$ cat config.mk
export PLATFORM = sky130hd
export DESIGN_NAME = icp_pipeline
export DESIGN_NICKNAME = d
export VERILOG_FILES = /design/src/shared/icp_pkg.sv /design/src/shared/icp_phase_if.sv /design/src/icp_phase_gen.sv /design/src/icp_pipeline.sv
export VERILOG_INCLUDE_DIRS = /design/src /design/src/shared
export SDC_FILE = /design/constraint.sdc
export NUM_CORES = 1
export LEC_CHECK = 0
export BUFFER_PORTS_ARGS = -buffer_cell sky130_fd_sc_hd__buf_2
export CELL_PAD_IN_SITES_DETAIL_PLACEMENT = 1
export CELL_PAD_IN_SITES_GLOBAL_PLACEMENT = 1
export CORE_MARGIN = 2
export CORE_UTILIZATION = 39
export CTS_CLUSTER_SIZE = 40
export DETAILED_ROUTE_END_ITERATION = 10
export PLACE_DENSITY = 0.77
export SLEW_MARGIN = 20
export SYNTH_ARGS = -nofsm -noshare
export SYNTH_HDL_FRONTEND = slang
export SYNTH_SLANG_ARGS = --single-unit
$ cat constraint.sdc
create_clock -name clock -period 2.29 [get_ports clock]
set_input_delay 0 -clock clock [delete_from_list [all_inputs] [get_ports clock]]
set_output_delay 0 -clock clock [all_outputs]
set_load 0.05 [all_outputs]
$ cat src/shared/icp_cfg.svh
// Constants for the instruction-cycle pipeline: widths, reset values, phase counts
// Behaviour
// - Divide the clock input by four into four non-overlapping phases, first to fourth.
// - Increment the program counter in the first phase of every instruction cycle.
// - Read the word at the program counter and capture it by phase four.
// - Fetch the next instruction while the current one executes: one per cycle.
// - Every instruction other than a branch takes one cycle; a branch takes two cycles.
// - Fetched word sits in the instruction register from phase one; executes two to four.
// - Read the data operand in phase two, write the result in phase four.
// - Instruction words are 12 bits; each of the 33 instructions is one word.
// - A taken branch discards the fetched word and fetches the new target.
`ifndef ICP_CFG_SVH
`define ICP_CFG_SVH
`define ICP_WORD_W 12
`define ICP_INSTR_COUNT 33
`define ICP_PC_W 11
`define ICP_PC_RESET 11'h000
`define ICP_WORD_RESET 12'h000
`define ICP_PHASES 4
`define ICP_PC_STEP 11'h001
`endif

$ cat src/shared/icp_pkg.sv
// Types shared by the instruction-cycle pipeline modules
`include "icp_cfg.svh"
package icp_pkg;
  typedef enum logic [1:0] {
    ICP_PH_ONE = 2'b00,
    ICP_PH_TWO = 2'b01,
    ICP_PH_THREE = 2'b10,
    ICP_PH_FOUR = 2'b11
  } icp_phase_t;
  typedef logic [`ICP_WORD_W-1:0] icp_word_t;
  typedef logic [`ICP_PC_W-1:0] icp_pc_t;
endpackage

$ cat src/shared/icp_phase_if.sv
// Phase sequence carried from the phase generator to the pipeline
`timescale 1ns/100ps
`default_nettype none
interface icp_phase_if;
  import icp_pkg::*;
  icp_phase_t phase;
  logic tick;
  logic running;
  modport gen (output phase, output tick, output running);
  modport use_side (input phase, input tick, input running);
endinterface
`default_nettype wire

$ cat src/icp_phase_gen.sv
// Four-phase generator stepped by edges of the external clock input
`timescale 1ns/100ps
`default_nettype none
module icp_phase_gen (
  input wire logic clock,
  input wire logic rst,
  input wire logic external_clock_input,
  icp_phase_if.gen ph
);
  import icp_pkg::*;

  logic sync_a;
  logic sync_b;
  logic sync_c;
  logic rise;
  icp_phase_t next_phase;

  // Two stages before use; the pin is asynchronous to clock
  always_ff @(posedge clock or posedge rst) begin
    if (rst) begin
      sync_a <= 1'b0;
      sync_b <= 1'b0;
      sync_c <= 1'b0;
    end else begin
      sync_a <= external_clock_input;
      sync_b <= sync_a;
      sync_c <= sync_b;
    end
  end

  // Each rising input edge steps one phase, so four edges make one cycle
  assign rise = sync_b & ~sync_c;
  assign next_phase = (ph.running) ? icp_phase_t'(ph.phase + 2'b01) : ICP_PH_ONE;
  assign ph.tick = rise;

  // Held in phase four until the first edge so the first tick opens phase one
  always_ff @(posedge clock or posedge rst) begin
    if (rst) begin
      ph.phase <= ICP_PH_FOUR;
      ph.running <= 1'b0;
    end else if (rise) begin
      ph.phase <= next_phase;
      ph.running <= 1'b1;
    end
  end
endmodule // icp_phase_gen
`default_nettype wire

$ cat src/icp_pipeline.sv
// Two-stage fetch and execute pipeline timed by the four instruction phases
`timescale 1ns/100ps
`default_nettype none
`include "icp_cfg.svh"
module icp_pipeline (
  input wire logic clock,
  input wire logic rst,
  input wire logic external_clock_input,
  output logic phase_one,
  output logic phase_two,
  output logic phase_three,
  output logic phase_four,
  output icp_pkg::icp_pc_t program_counter,
  output icp_pkg::icp_pc_t prog_addr,
  input wire icp_pkg::icp_word_t prog_data,
  output logic prog_capture,
  output icp_pkg::icp_word_t exec_word,
  output logic exec_valid,
  output logic decode_strobe,
  output logic data_read,
  output logic data_write,
  input wire logic write_req,
  input wire logic branch_req,
  input wire icp_pkg::icp_pc_t branch_target,
  output logic branch_taken
);
  import icp_pkg::*;

  icp_phase_if ph ();

  icp_phase_gen u_phase_gen (
    .clock(clock),
    .rst(rst),
    .external_clock_input(external_clock_input),
    .ph(ph.gen)
  );

  // Phase entry pulses, one clock wide as phases one, two and four open (none for phase three)
  logic enter_one;
  logic enter_two;
  logic enter_four;
  logic in_one;
  logic in_two;
  logic in_three;
  logic in_four;
  icp_word_t fetch_word;
  logic fetch_valid;
  icp_pc_t next_pc;
  icp_pc_t next_prog_addr;
  logic next_fetch_valid;

  // Phases are levels that never overlap; all low before the first edge
  assign in_one = ph.running && (ph.phase == ICP_PH_ONE);
  assign in_two = ph.running && (ph.phase == ICP_PH_TWO);
  assign in_three = ph.running && (ph.phase == ICP_PH_THREE);
  assign in_four = ph.running && (ph.phase == ICP_PH_FOUR);
  assign phase_one = in_one;
  assign phase_two = in_two;
  assign phase_three = in_three;
  assign phase_four = in_four;

  // Actions happen on the tick that opens a phase, not the whole phase
  assign enter_one = ph.tick && (!ph.running || ph.phase == ICP_PH_FOUR);
  assign enter_two = ph.tick && ph.running && (ph.phase == ICP_PH_ONE);
  assign enter_four = ph.tick && ph.running && (ph.phase == ICP_PH_THREE);

  // Branch resolves at the end of its execution cycle, in phase four, with no result write
  assign branch_taken = enter_four && exec_valid && branch_req;

  // Memory strobes only for an instruction that really executes
  assign decode_strobe = enter_two && exec_valid;
  assign data_read = enter_two && exec_valid;
  assign data_write = enter_four && exec_valid && write_req && !branch_req;

  // The word on prog_data is taken as phase four opens
  assign prog_capture = enter_four;

  // Counter steps on phase one; a branch overrides the step and loads target
  assign next_pc = branch_taken ? branch_target :
                   enter_one ? icp_pc_t'(program_counter + `ICP_PC_STEP) :
                   program_counter;
  assign next_prog_addr = enter_one ? program_counter : prog_addr;

  // A word fetched in the same cycle as a taken branch is wrong-path
  assign next_fetch_valid = enter_four ? !branch_taken :
                            enter_one ? 1'b0 :
                            fetch_valid;

  // Program counter and the fetch address it drove last phase one
  always_ff @(posedge clock or posedge rst) begin
    if (rst) begin
      program_counter <= `ICP_PC_RESET;
      prog_addr <= `ICP_PC_RESET;
    end else begin
      program_counter <= next_pc;
      prog_addr <= next_prog_addr;
    end
  end

  // Fetch latch: 12-bit word held until the next phase one
  always_ff @(posedge clock or posedge rst) begin
    if (rst) begin
      fetch_word <= `ICP_WORD_RESET;
      fetch_valid <= 1'b0;
    end else begin
      fetch_valid <= next_fetch_valid;
      if (enter_four) begin
        fetch_word <= prog_data;
      end
    end
  end

  // Instruction register: takes the fetched word while the next fetch starts
  always_ff @(posedge clock or posedge rst) begin
    if (rst) begin
      exec_word <= `ICP_WORD_RESET;
      exec_valid <= 1'b0;
    end else if (enter_one) begin
      exec_word <= fetch_word;
      exec_valid <= fetch_valid;
    end
  end
endmodule // icp_pipeline
`default_nettype wire

# Word level (Yosys, flattened, before mapping)
# Cells that the tools add are included.
[totals]
reg_bits = 54
elab_cells = 43
[classes]
add_sub_neg = 2
n_eq_ne = 3
muxes = 5
n_bitwise = 2
reduce_logical = 20
[ops]
columns = ["operator", "n"]
rows = [
  ["$mux 11", 2],
  ["$logic_and 1x1->1", 13],
  ["$add 11x1->11 const B", 1],
  ["$eq 2x2->1 const B", 2],
  ["$reduce_bool 2->1", 2],
  ["$logic_not 1->1", 3],
  ["$add 2x1->2 const B", 1],
  ["$eq 2x1->1 const B", 1],
  ["$logic_not 2->1", 1],
  ["$mux 1", 2],
  ["$mux 2", 1],
  ["$and 1x1->1", 1],
  ["$logic_or 1x1->1", 1],
  ["$not 1->1", 1],
]

# Longest topological paths before layout
# Gate-level depths: netlist (run 1).
[depth]
word_depth = 8
mapped_depth = 10

# Modules after synthesis
# From an unflattened synthesis (run 1), not the netlist that was laid out.
[hier_totals]
cells_unflattened = 253
area_unflattened_um2 = 2338.5
[by_module_without_submodules]
columns = ["mod", "instances", "cells_per_inst", "area_per_inst_um2"]
rows = [
  ["icp_pipeline", 1, 236, 2119.5],
  ["icp_phase_gen", 1, 17, 219.0],
]

# Least setup slack after synthesis (run 1)
# Ideal clock, no wire load.
[synth_timing]
path_type = "register -> output"
startpoint = "register u_phase_gen.ph.phase[1]"
endpoint = "output port data_write"
arrival_ns = 2.076
slack_ns = 0.214
stages_incl_launch_ff = 5
path_buffers = 0
cell_sequence = "dfstp_2 > ha_1 > and2_4 > nand2_4 > nor3_1"
[synth_via]
elab_chain_len = 5
[synth_lines]
columns = ["element", "line_no", "text"]
rows = [
  ["start, declared", "icp_phase_if.sv:9", "modport gen (output phase, output tick, output running);"],
  ["start signal, assigned", "icp_phase_gen.sv:42", "ph.phase <= next_phase;"],
  ["$eq 2x2->1", "icp_pipeline.sv:65", "assign enter_four = ph.tick && ph.running && (ph.phase == ICP_PH_THREE);"],
  ["$logic_and 1x1->1", "icp_pipeline.sv:65", ""],
  ["$logic_and 1x1->1 (3 in a row)", "icp_pipeline.sv:73", "assign data_write = enter_four && exec_valid && write_req && !branch_req;"],
  ["end, declared", "icp_pipeline.sv:21", "output logic data_write,"],
]
# Every way passes these cells.

# Final worst setup path (run 1)
[layout_timing]
startpoint = "register u_phase_gen.ph.phase[0]"
endpoint = "output port branch_taken"
[layout_via]
elab_chain_len = 4
[layout_lines]
columns = ["element", "line_no", "text"]
rows = [
  ["$eq 2x2->1", "icp_pipeline.sv:65", ""],
  ["$logic_and 1x1->1", "icp_pipeline.sv:65", ""],
  ["$logic_and 1x1->1 (2 in a row)", "icp_pipeline.sv:68", "assign branch_taken = enter_four && exec_valid && branch_req;"],
  ["end, declared", "icp_pipeline.sv:25", "output logic branch_taken"],
]
# Every way passes these cells.

==> impl_metrics.csv, run 1 <==
group,metric,value,unit
run_status,outcome,"finished clean",
sta,setup_viol,0,
place,dpl_cell_area,0.002806,mm^2
floorplanning,die_area,0.006814,mm^2
synthesis,synth_top_family_by_area,"simple AND/OR/NAND/NOR gates",
cts,cts_made_buffers,5,
sta,tns,0,ns
global_route,grt_max_degree,42,
sta,worstMarginPinSlew,0.8437,ns
worst_hold_path,hp-class,"input port to flip-flop",
sta,rsz0062_at_grt,"false",
pwr,p_sw,2.386,mW
finish,area_growth,31.83,%
synthesis,synth_area_per_cell,11.85,um^2
drt,firstDrtPassIters,4,
finish,nNetsFinal,335,
cts,post_cts_buffers,0,
sta,fin_skew,0.004192,ns
drt,drc,0,
pwr,netSwitchingFraction,49.96,%
worst_setup_path,end_kind,"output pin",
cts,clk_pin_slew_worst_paths,0.09,ns
place,place_congestion,0.7777,
synthesis,synth_area,0.002406,mm^2
global_route,grt_overflow,0,
finish,fill_cells,680,
sta,period_share,91.23,%
worst_setup_path,crit_arrival,2.09,ns
global_route,grt_pass1_vias,1840,
pwr,p_leak,1.491,nW
place,numPortBuffers,71,
pwr,internal_power,2.390,mW
synthesis,synthAdderAreaFrac,2.600,%
synthesis,synth_compound_area_share,4.992,%
synthesis,syn_nets,236,
finish,drive_above_1_share,44.22,%
floorplanning,die_w,82.55,um
floorplanning,core,0.005956,mm^2
drt,first_iter_violations,56,
finish,multi_input_area,944.7,um^2
synthesis,synth_seq_cells,54,
finish,n_antenna_cell,0,
cts,clkSinkCount,54,
floorplanning,die_y,82.55,um
cts,root_buffer,"clkbuf_8",
sta,slew_headroom,43.67,%
sta,slew_viol_final,0,
finish,regArea,0.001354,mm^2
pwr,vdd_ir_drop_max,0.0007850,V
synthesis,synth_xor_area_share,3.640,%
place,hpwl,3874,um
floorplanning,floorplan.initialDensity,40.40,%
global_route,grt_antenna_before_repair,0,
cts,htree_levels,2,
pwr,power_frac_clock,13.5,%
synthesis,synth_cells,203,
cts,cts_tree,"done",
finish,fin_area,0.003172,mm^2
drt,routedWlPerCell,15.31,um
floorplanning,rows,28,
synthesis,muxShareOfSynthArea,11.65,%
sta,fin_crit,2.089,ns
cts,clk_path_buf_depth,2,
global_route,gr-usage-all-layers,17.92,%
place,place_inst,345,
cts,insertion_delay,0.31,ns
synthesis,ys_warn_count,0,
drt,routed_wl,5789,um
worst_setup_path,cp.required,2.29,ns
synthesis,ys_seq_area_share,56.27,%
drt,vias,1765,
pwr,p_per_area,1506,mW/mm^2
worst_setup_path,crit_path_start_kind,"flip-flop",
worst_setup_path,criticalPathCategory,"flip-flop to output pin",
finish,fin_cells,378,
flow_run,drv_cap,0,
pwr,seq_power_share,36.7,%
sta,fmax,478.7,MHz
worst_setup_path,cp_max_fo,20,
drt,ant_nets,0,
synthesis,synthSimpleGateAreaFrac,16.38,%
pwr,power_frac_comb,49.8,%
drt,vias_per_cell,4.669,
global_route,grt_pass1_wl,8990,um
sta,final-hold-violation-count,0,
floorplanning,io_pins,72,
synthesis,yosysUniqueCellTypes,31,
## Yosys cell counts
master	count	area share (%)
dfrtp_1	52	54
nand2_1	45	7.0
mux2_2	24	11
nand2_2	9	2.3
o21ai_2	9	3.3
xor2_1	9	3.3
ha_1	5	2.6
buf_4	4	1.2
inv_1	4	0.62
nand3_1	4	0.83
nand4_1	4	1.0
a21oi_1	3	0.62
and2_1	3	0.78
and3_1	3	0.78
nand2b_1	3	0.78
nor2_1	3	0.47
buf_12	2	1.7
dfstp_2	2	2.2
nor3_1	2	0.42
o21ai_0	2	0.42
a21oi_4	1	0.68
and2_4	1	0.36
and2b_2	1	0.36
buf_2	1	0.21
clkbuf_1	1	0.16
clkinv_2	1	0.21
clkinv_4	1	0.36
mux2i_1	1	0.42
nand2_4	1	0.47
nand3_4	1	0.73
xnor2_1	1	0.36
## cell usage in the layout (no fill, tap or decap), types with 9 or more instances in the layout
cell type and count:
nand2_1 45, mux2_2 24, nand2_2 9, o21ai_2 9, buf_2 70, dlygate4sd3_1 25, dfrtp_1 52, xor2_1 9
## registers in the layout, summed over array words and instances, names as in the netlist
name,flops
prog_addr,11
fetch_word,12
u_phase_gen.sync_c,1
fetch_valid,1
u_phase_gen.ph.running,1
exec_word,12
u_phase_gen.ph.phase,2
u_phase_gen.sync_a,1
exec_valid,1
u_phase_gen.sync_b,1
program_counter,11
## through the flow
step                      utilization, %  power, mW  hold slack, ns  worst slack, ns
after floorplan                        -      3.523         0.03143           0.2138
after global placement             47.12      4.032          0.1101           0.3990
after detailed placement           47.12      4.128          0.1142           0.3150
after CTS                          53.21      4.811         0.02940          0.01785
after global routing               53.26      5.044         0.06571          0.07823
final                              53.26      4.776         0.05061           0.2009
## layer usage
metal	GRT usage, %	share of wire, %	vias up
met5	0	0	-
met4	5.410	1.3	0
met3	3.587	3.7	6
met2	32.26	54	42
met1	21.51	41	854
li1	-	-	863
## path summary, 6_finish.rpt
path,from,end,slack (ns),cells past startpoint
setup / recovery,u_phase_gen.ph.phase[0],branch_taken,0.20,8
hold / removal,branch_req,program_counter[10],0.05,3
setup reg to reg,u_phase_gen.ph.phase[0],program_counter[8],0.44,7
hold reg to reg,u_phase_gen.sync_a,u_phase_gen.sync_b,0.36,0
max in group asynchronous,rst,prog_addr[3],1.12,4
min in group asynchronous,rst,fetch_word[6],0.43,3
## power groups by stage
stage / Clock (mW) / Sequential [mW] / Combinational (mW)
2_1_floorplan: 0 / 2.81 / 0.718
3_3_place_gp: 0 / 1.74 / 2.29
3_5_place_dp: 0 / 1.77 / 2.35
4_1_cts: 0.662 / 1.76 / 2.39
5_1_grt: 0.694 / 1.83 / 2.52
6_report: 0.645 / 1.75 / 2.38
## layout make-up
cell class / count / area share (%)
Clock buffer: 6 / 2.288
Clock inverter: 2 / 1.183
Inverter: 6 / 0.9862
Multi-Input combinational cell: 135 / 29.78
Sequential cell: 54 / 42.68
Tap cell: 75 / 2.959
Timing Repair Buffer: 100 / 20.12
## worst max-delay path: stages, from the launching register on
cell	delay [ns]
dfstp_2	0.59
inv_1	0.07
ha_1	0.19
and2_4	0.16
nand2_4	0.07
clkinv_2	0.18
nand3_4	0.21
inv_8	0.10
buf_4	0.20
## timing repair
item                                    in CTS  in global routing
resized for setup                            1                  1
hold endpoints to repair                    62                  0
hold buffers                                25                  0
endpoints found under the setup margin       1                  1
## cell families (layout without fill, tap and decap cells)
group | Yosys count | count (layout)
xor+xnor | 10 | 10
simple gates | 80 | 80
buf+inv | 14 | 114
compound gates | 15 | 15
mux | 25 | 25
fa+ha+maj | 5 | 5
flops | 54 | 54
Power figures use the tool's default switching activity.
==> run 2: changes to the inputs <==
--- a/config.mk
+++ b/config.mk
@@ -13,7 +13,7 @@
 export CORE_UTILIZATION = 39
 export CTS_CLUSTER_SIZE = 40
 export DETAILED_ROUTE_END_ITERATION = 10
-export PLACE_DENSITY = 0.77
+export PLACE_DENSITY = 0.87
 export SLEW_MARGIN = 20
 export SYNTH_ARGS = -nofsm -noshare
 export SYNTH_HDL_FRONTEND = slang
==> run 2 against run 1 <==
Effect of this change:
- global-route usage shrank 1.2 points
- maximum frequency decreased by 1.6%
- register-to-register slack barely moved
- clock power fell by 11%
- sequential share of layout area grew 0.051 points
- die area unchanged
- combinational power is essentially flat
- largest cell class unchanged
==> impl_metrics.csv, run 2 (synthesis results as in run 1) <==
group,metric,value,unit
worst_setup_path,crit_slowest_cell,"dfstp_2",
place,place_congestion,0.7213,
sta,period_share,92.73,%
worst_setup_path,cp.required,2.29,ns
pwr,p_total,4.679,mW
floorplanning,die_w,82.55,um
finish,n_antenna_cell,0,
finish,final_cell_mix,"buf_2 (70), dfrtp_1 (52), nand2_1 (45)",
sta,fmax,470.9,MHz
drt,firstDrtPassIters,4,
sta,setup_viol,0,
finish,fin_area,0.003168,mm^2
sta,fin_crit,2.123,ns
place,pre_cts_ws,0.1892,ns
global_route,gr-usage-all-layers,16.72,%
cts,clk_path_buf_depth,2,
global_route,grt_pass1_wl,8590,um
flow_run,drv_cap,0,
sta,fin_skew,0.01050,ns
finish,nNetsFinal,334,
floorplanning,rows,28,
finish,drive_above_1_share,44.37,%
worst_hold_path,hp-class,"input port to flip-flop",
finish,fin_cells,377,
floorplanning,die_area,0.006814,mm^2
pwr,p_per_area,1477,mW/mm^2
place,dpl_cell_area,0.002811,mm^2
drt,drc,0,
worst_setup_path,slowest_delay,0.59,ns
worst_setup_path,cp_max_fo,20,
worst_setup_path,crit_arrival,2.12,ns
global_route,grt_max_degree,29,
floorplanning,io_pins,72,
drt,routed_wl,5415,um
cts,clk_pin_slew_worst_paths,0.11,ns
global_route,grt_pass1_vias,1841,
pwr,vdd_ir_drop_max,0.0006989,V
sta,slew_headroom,59.95,%
worst_setup_path,r2r_setup_slack,0.44,ns
worst_setup_path,criticalPathCategory,"flip-flop to output pin",
sta,tns,0,ns
cts,insertion_delay,0.31,ns
floorplanning,core,0.005956,mm^2
worst_setup_path,end_kind,"output pin",
finish,largest_registers,"exec_word: 12 flops, fetch_word: 12 flops",
drt,ant_nets,0,
global_route,grt_antenna_before_repair,0,
worst_setup_path,crit_path_start_kind,"flip-flop",
place,numPortBuffers,71,
drt,vias,1796,
cts,root_buffer,"clkbuf_8",
sta,rsz0062_at_grt,"false",
cts,cts_tree,"done",
run_status,outcome,"finished clean",
place,hpwl,3708,um
cts,cts_made_buffers,5,
pwr,p_leak,1.489,nW
sta,slew_viol_final,0,
global_route,grt_overflow,0,
place,place_inst,344,
sta,setup_ws,0.1666,ns
drt,vias_per_cell,4.764,
drt,first_iter_violations,63,
sta,final-hold-violation-count,0,
cts,clkSinkCount,54,
worst_setup_path,cp_cell_sequence,"inv_1 -> ha_1 -> and2_4 -> nand2_4 -> clkinv_4 -> nand3_4 -> inv_8 -> buf_4",
cts,htree_levels,2,
floorplanning,die_y,82.55,um
finish,final_common_cell,"buf_2",
sta,worstMarginPinSlew,0.5998,ns
drt,routedWlPerCell,14.36,um
finish,area_growth,31.67,%
floorplanning,floorplan.initialDensity,40.40,%
==> run 2: cell count changes in the layout (fill, tap and decap cells not counted) <==
cell        change
inv_8           +1
clkbuf_1        -1
clkinv_4        +3
buf_4           -2
clkinvlp_4      -1
bufinv_16       -1
buf_12          +1
clkinv_2        -1
==> run 2: layout make-up <==
| type | count | area (um^2) |
|---|---|---|
| clock buffer | 5 | 68.82 |
| sequential | 54 | 1354 |
| timing repair buffer | 99 | 643.1 |
| inverter | 6 | 35.03 |
| tap | 75 | 93.84 |
| clock inverter | 3 | 28.78 |
| multi-input combinational | 135 | 944.7 |
| fill | 656 | 2788 |
==> run 2: through the flow <==
| stage | hold WS, ns | utilization (%) |
|---|---|---|
| 6_report | 0.03736 | 53.19 |
| 5_1_grt | 0.04842 | 53.19 |
| 4_1_cts | 0.02115 | 53.15 |
| 3_5_place_dp | 0.1083 | 47.21 |
| 3_3_place_gp | 0.09611 | 47.21 |
| 2_1_floorplan | 0.03143 | - |
==> run 2: repair_timing <==
item | 4_1_cts | 5_1_grt
hold endpoints to repair | 51 | 0
endpoints found under the setup margin | 1 | 1
resized for setup | 2 | 1
setup buffers | 0 | 0
hold buffers | 25 | 0
==> run 2: power by group <==
part / leakage, nW / internal, mW / switching, mW
Combinational: 0.813 / 0.658 / 1.71
Sequential: 0.626 / 1.40 / 0.337
Clock: 0.0502 / 0.228 / 0.349
==> run 2: path summary, 6_finish.rpt <==
path | from | end | cells after the start
max in group asynchronous | rst | u_phase_gen.ph.phase[1] | 4
max | u_phase_gen.ph.phase[0] | branch_taken | 8
max reg2reg | u_phase_gen.ph.phase[0] | program_counter[1] | 9
min in group asynchronous | rst | fetch_word[7] | 3
min reg2reg | u_phase_gen.sync_a | u_phase_gen.sync_b | 0
min | branch_req | program_counter[8] | 3
==> run 2: worst max-delay path: cells and delay by family, from the launching register on <==
family,cells,cell delay (ns)
fa+ha+maj,1,0.19
buf+inv,4,0.53
flops,1,0.59
simple gates,3,0.50
==> run 2: per-layer routing <==
metal,track usage [%],part of all wire (%)
met5,0,0
met4,5.410,1.3
met3,2.935,3.4
met2,29.84,52
met1,20.42,43
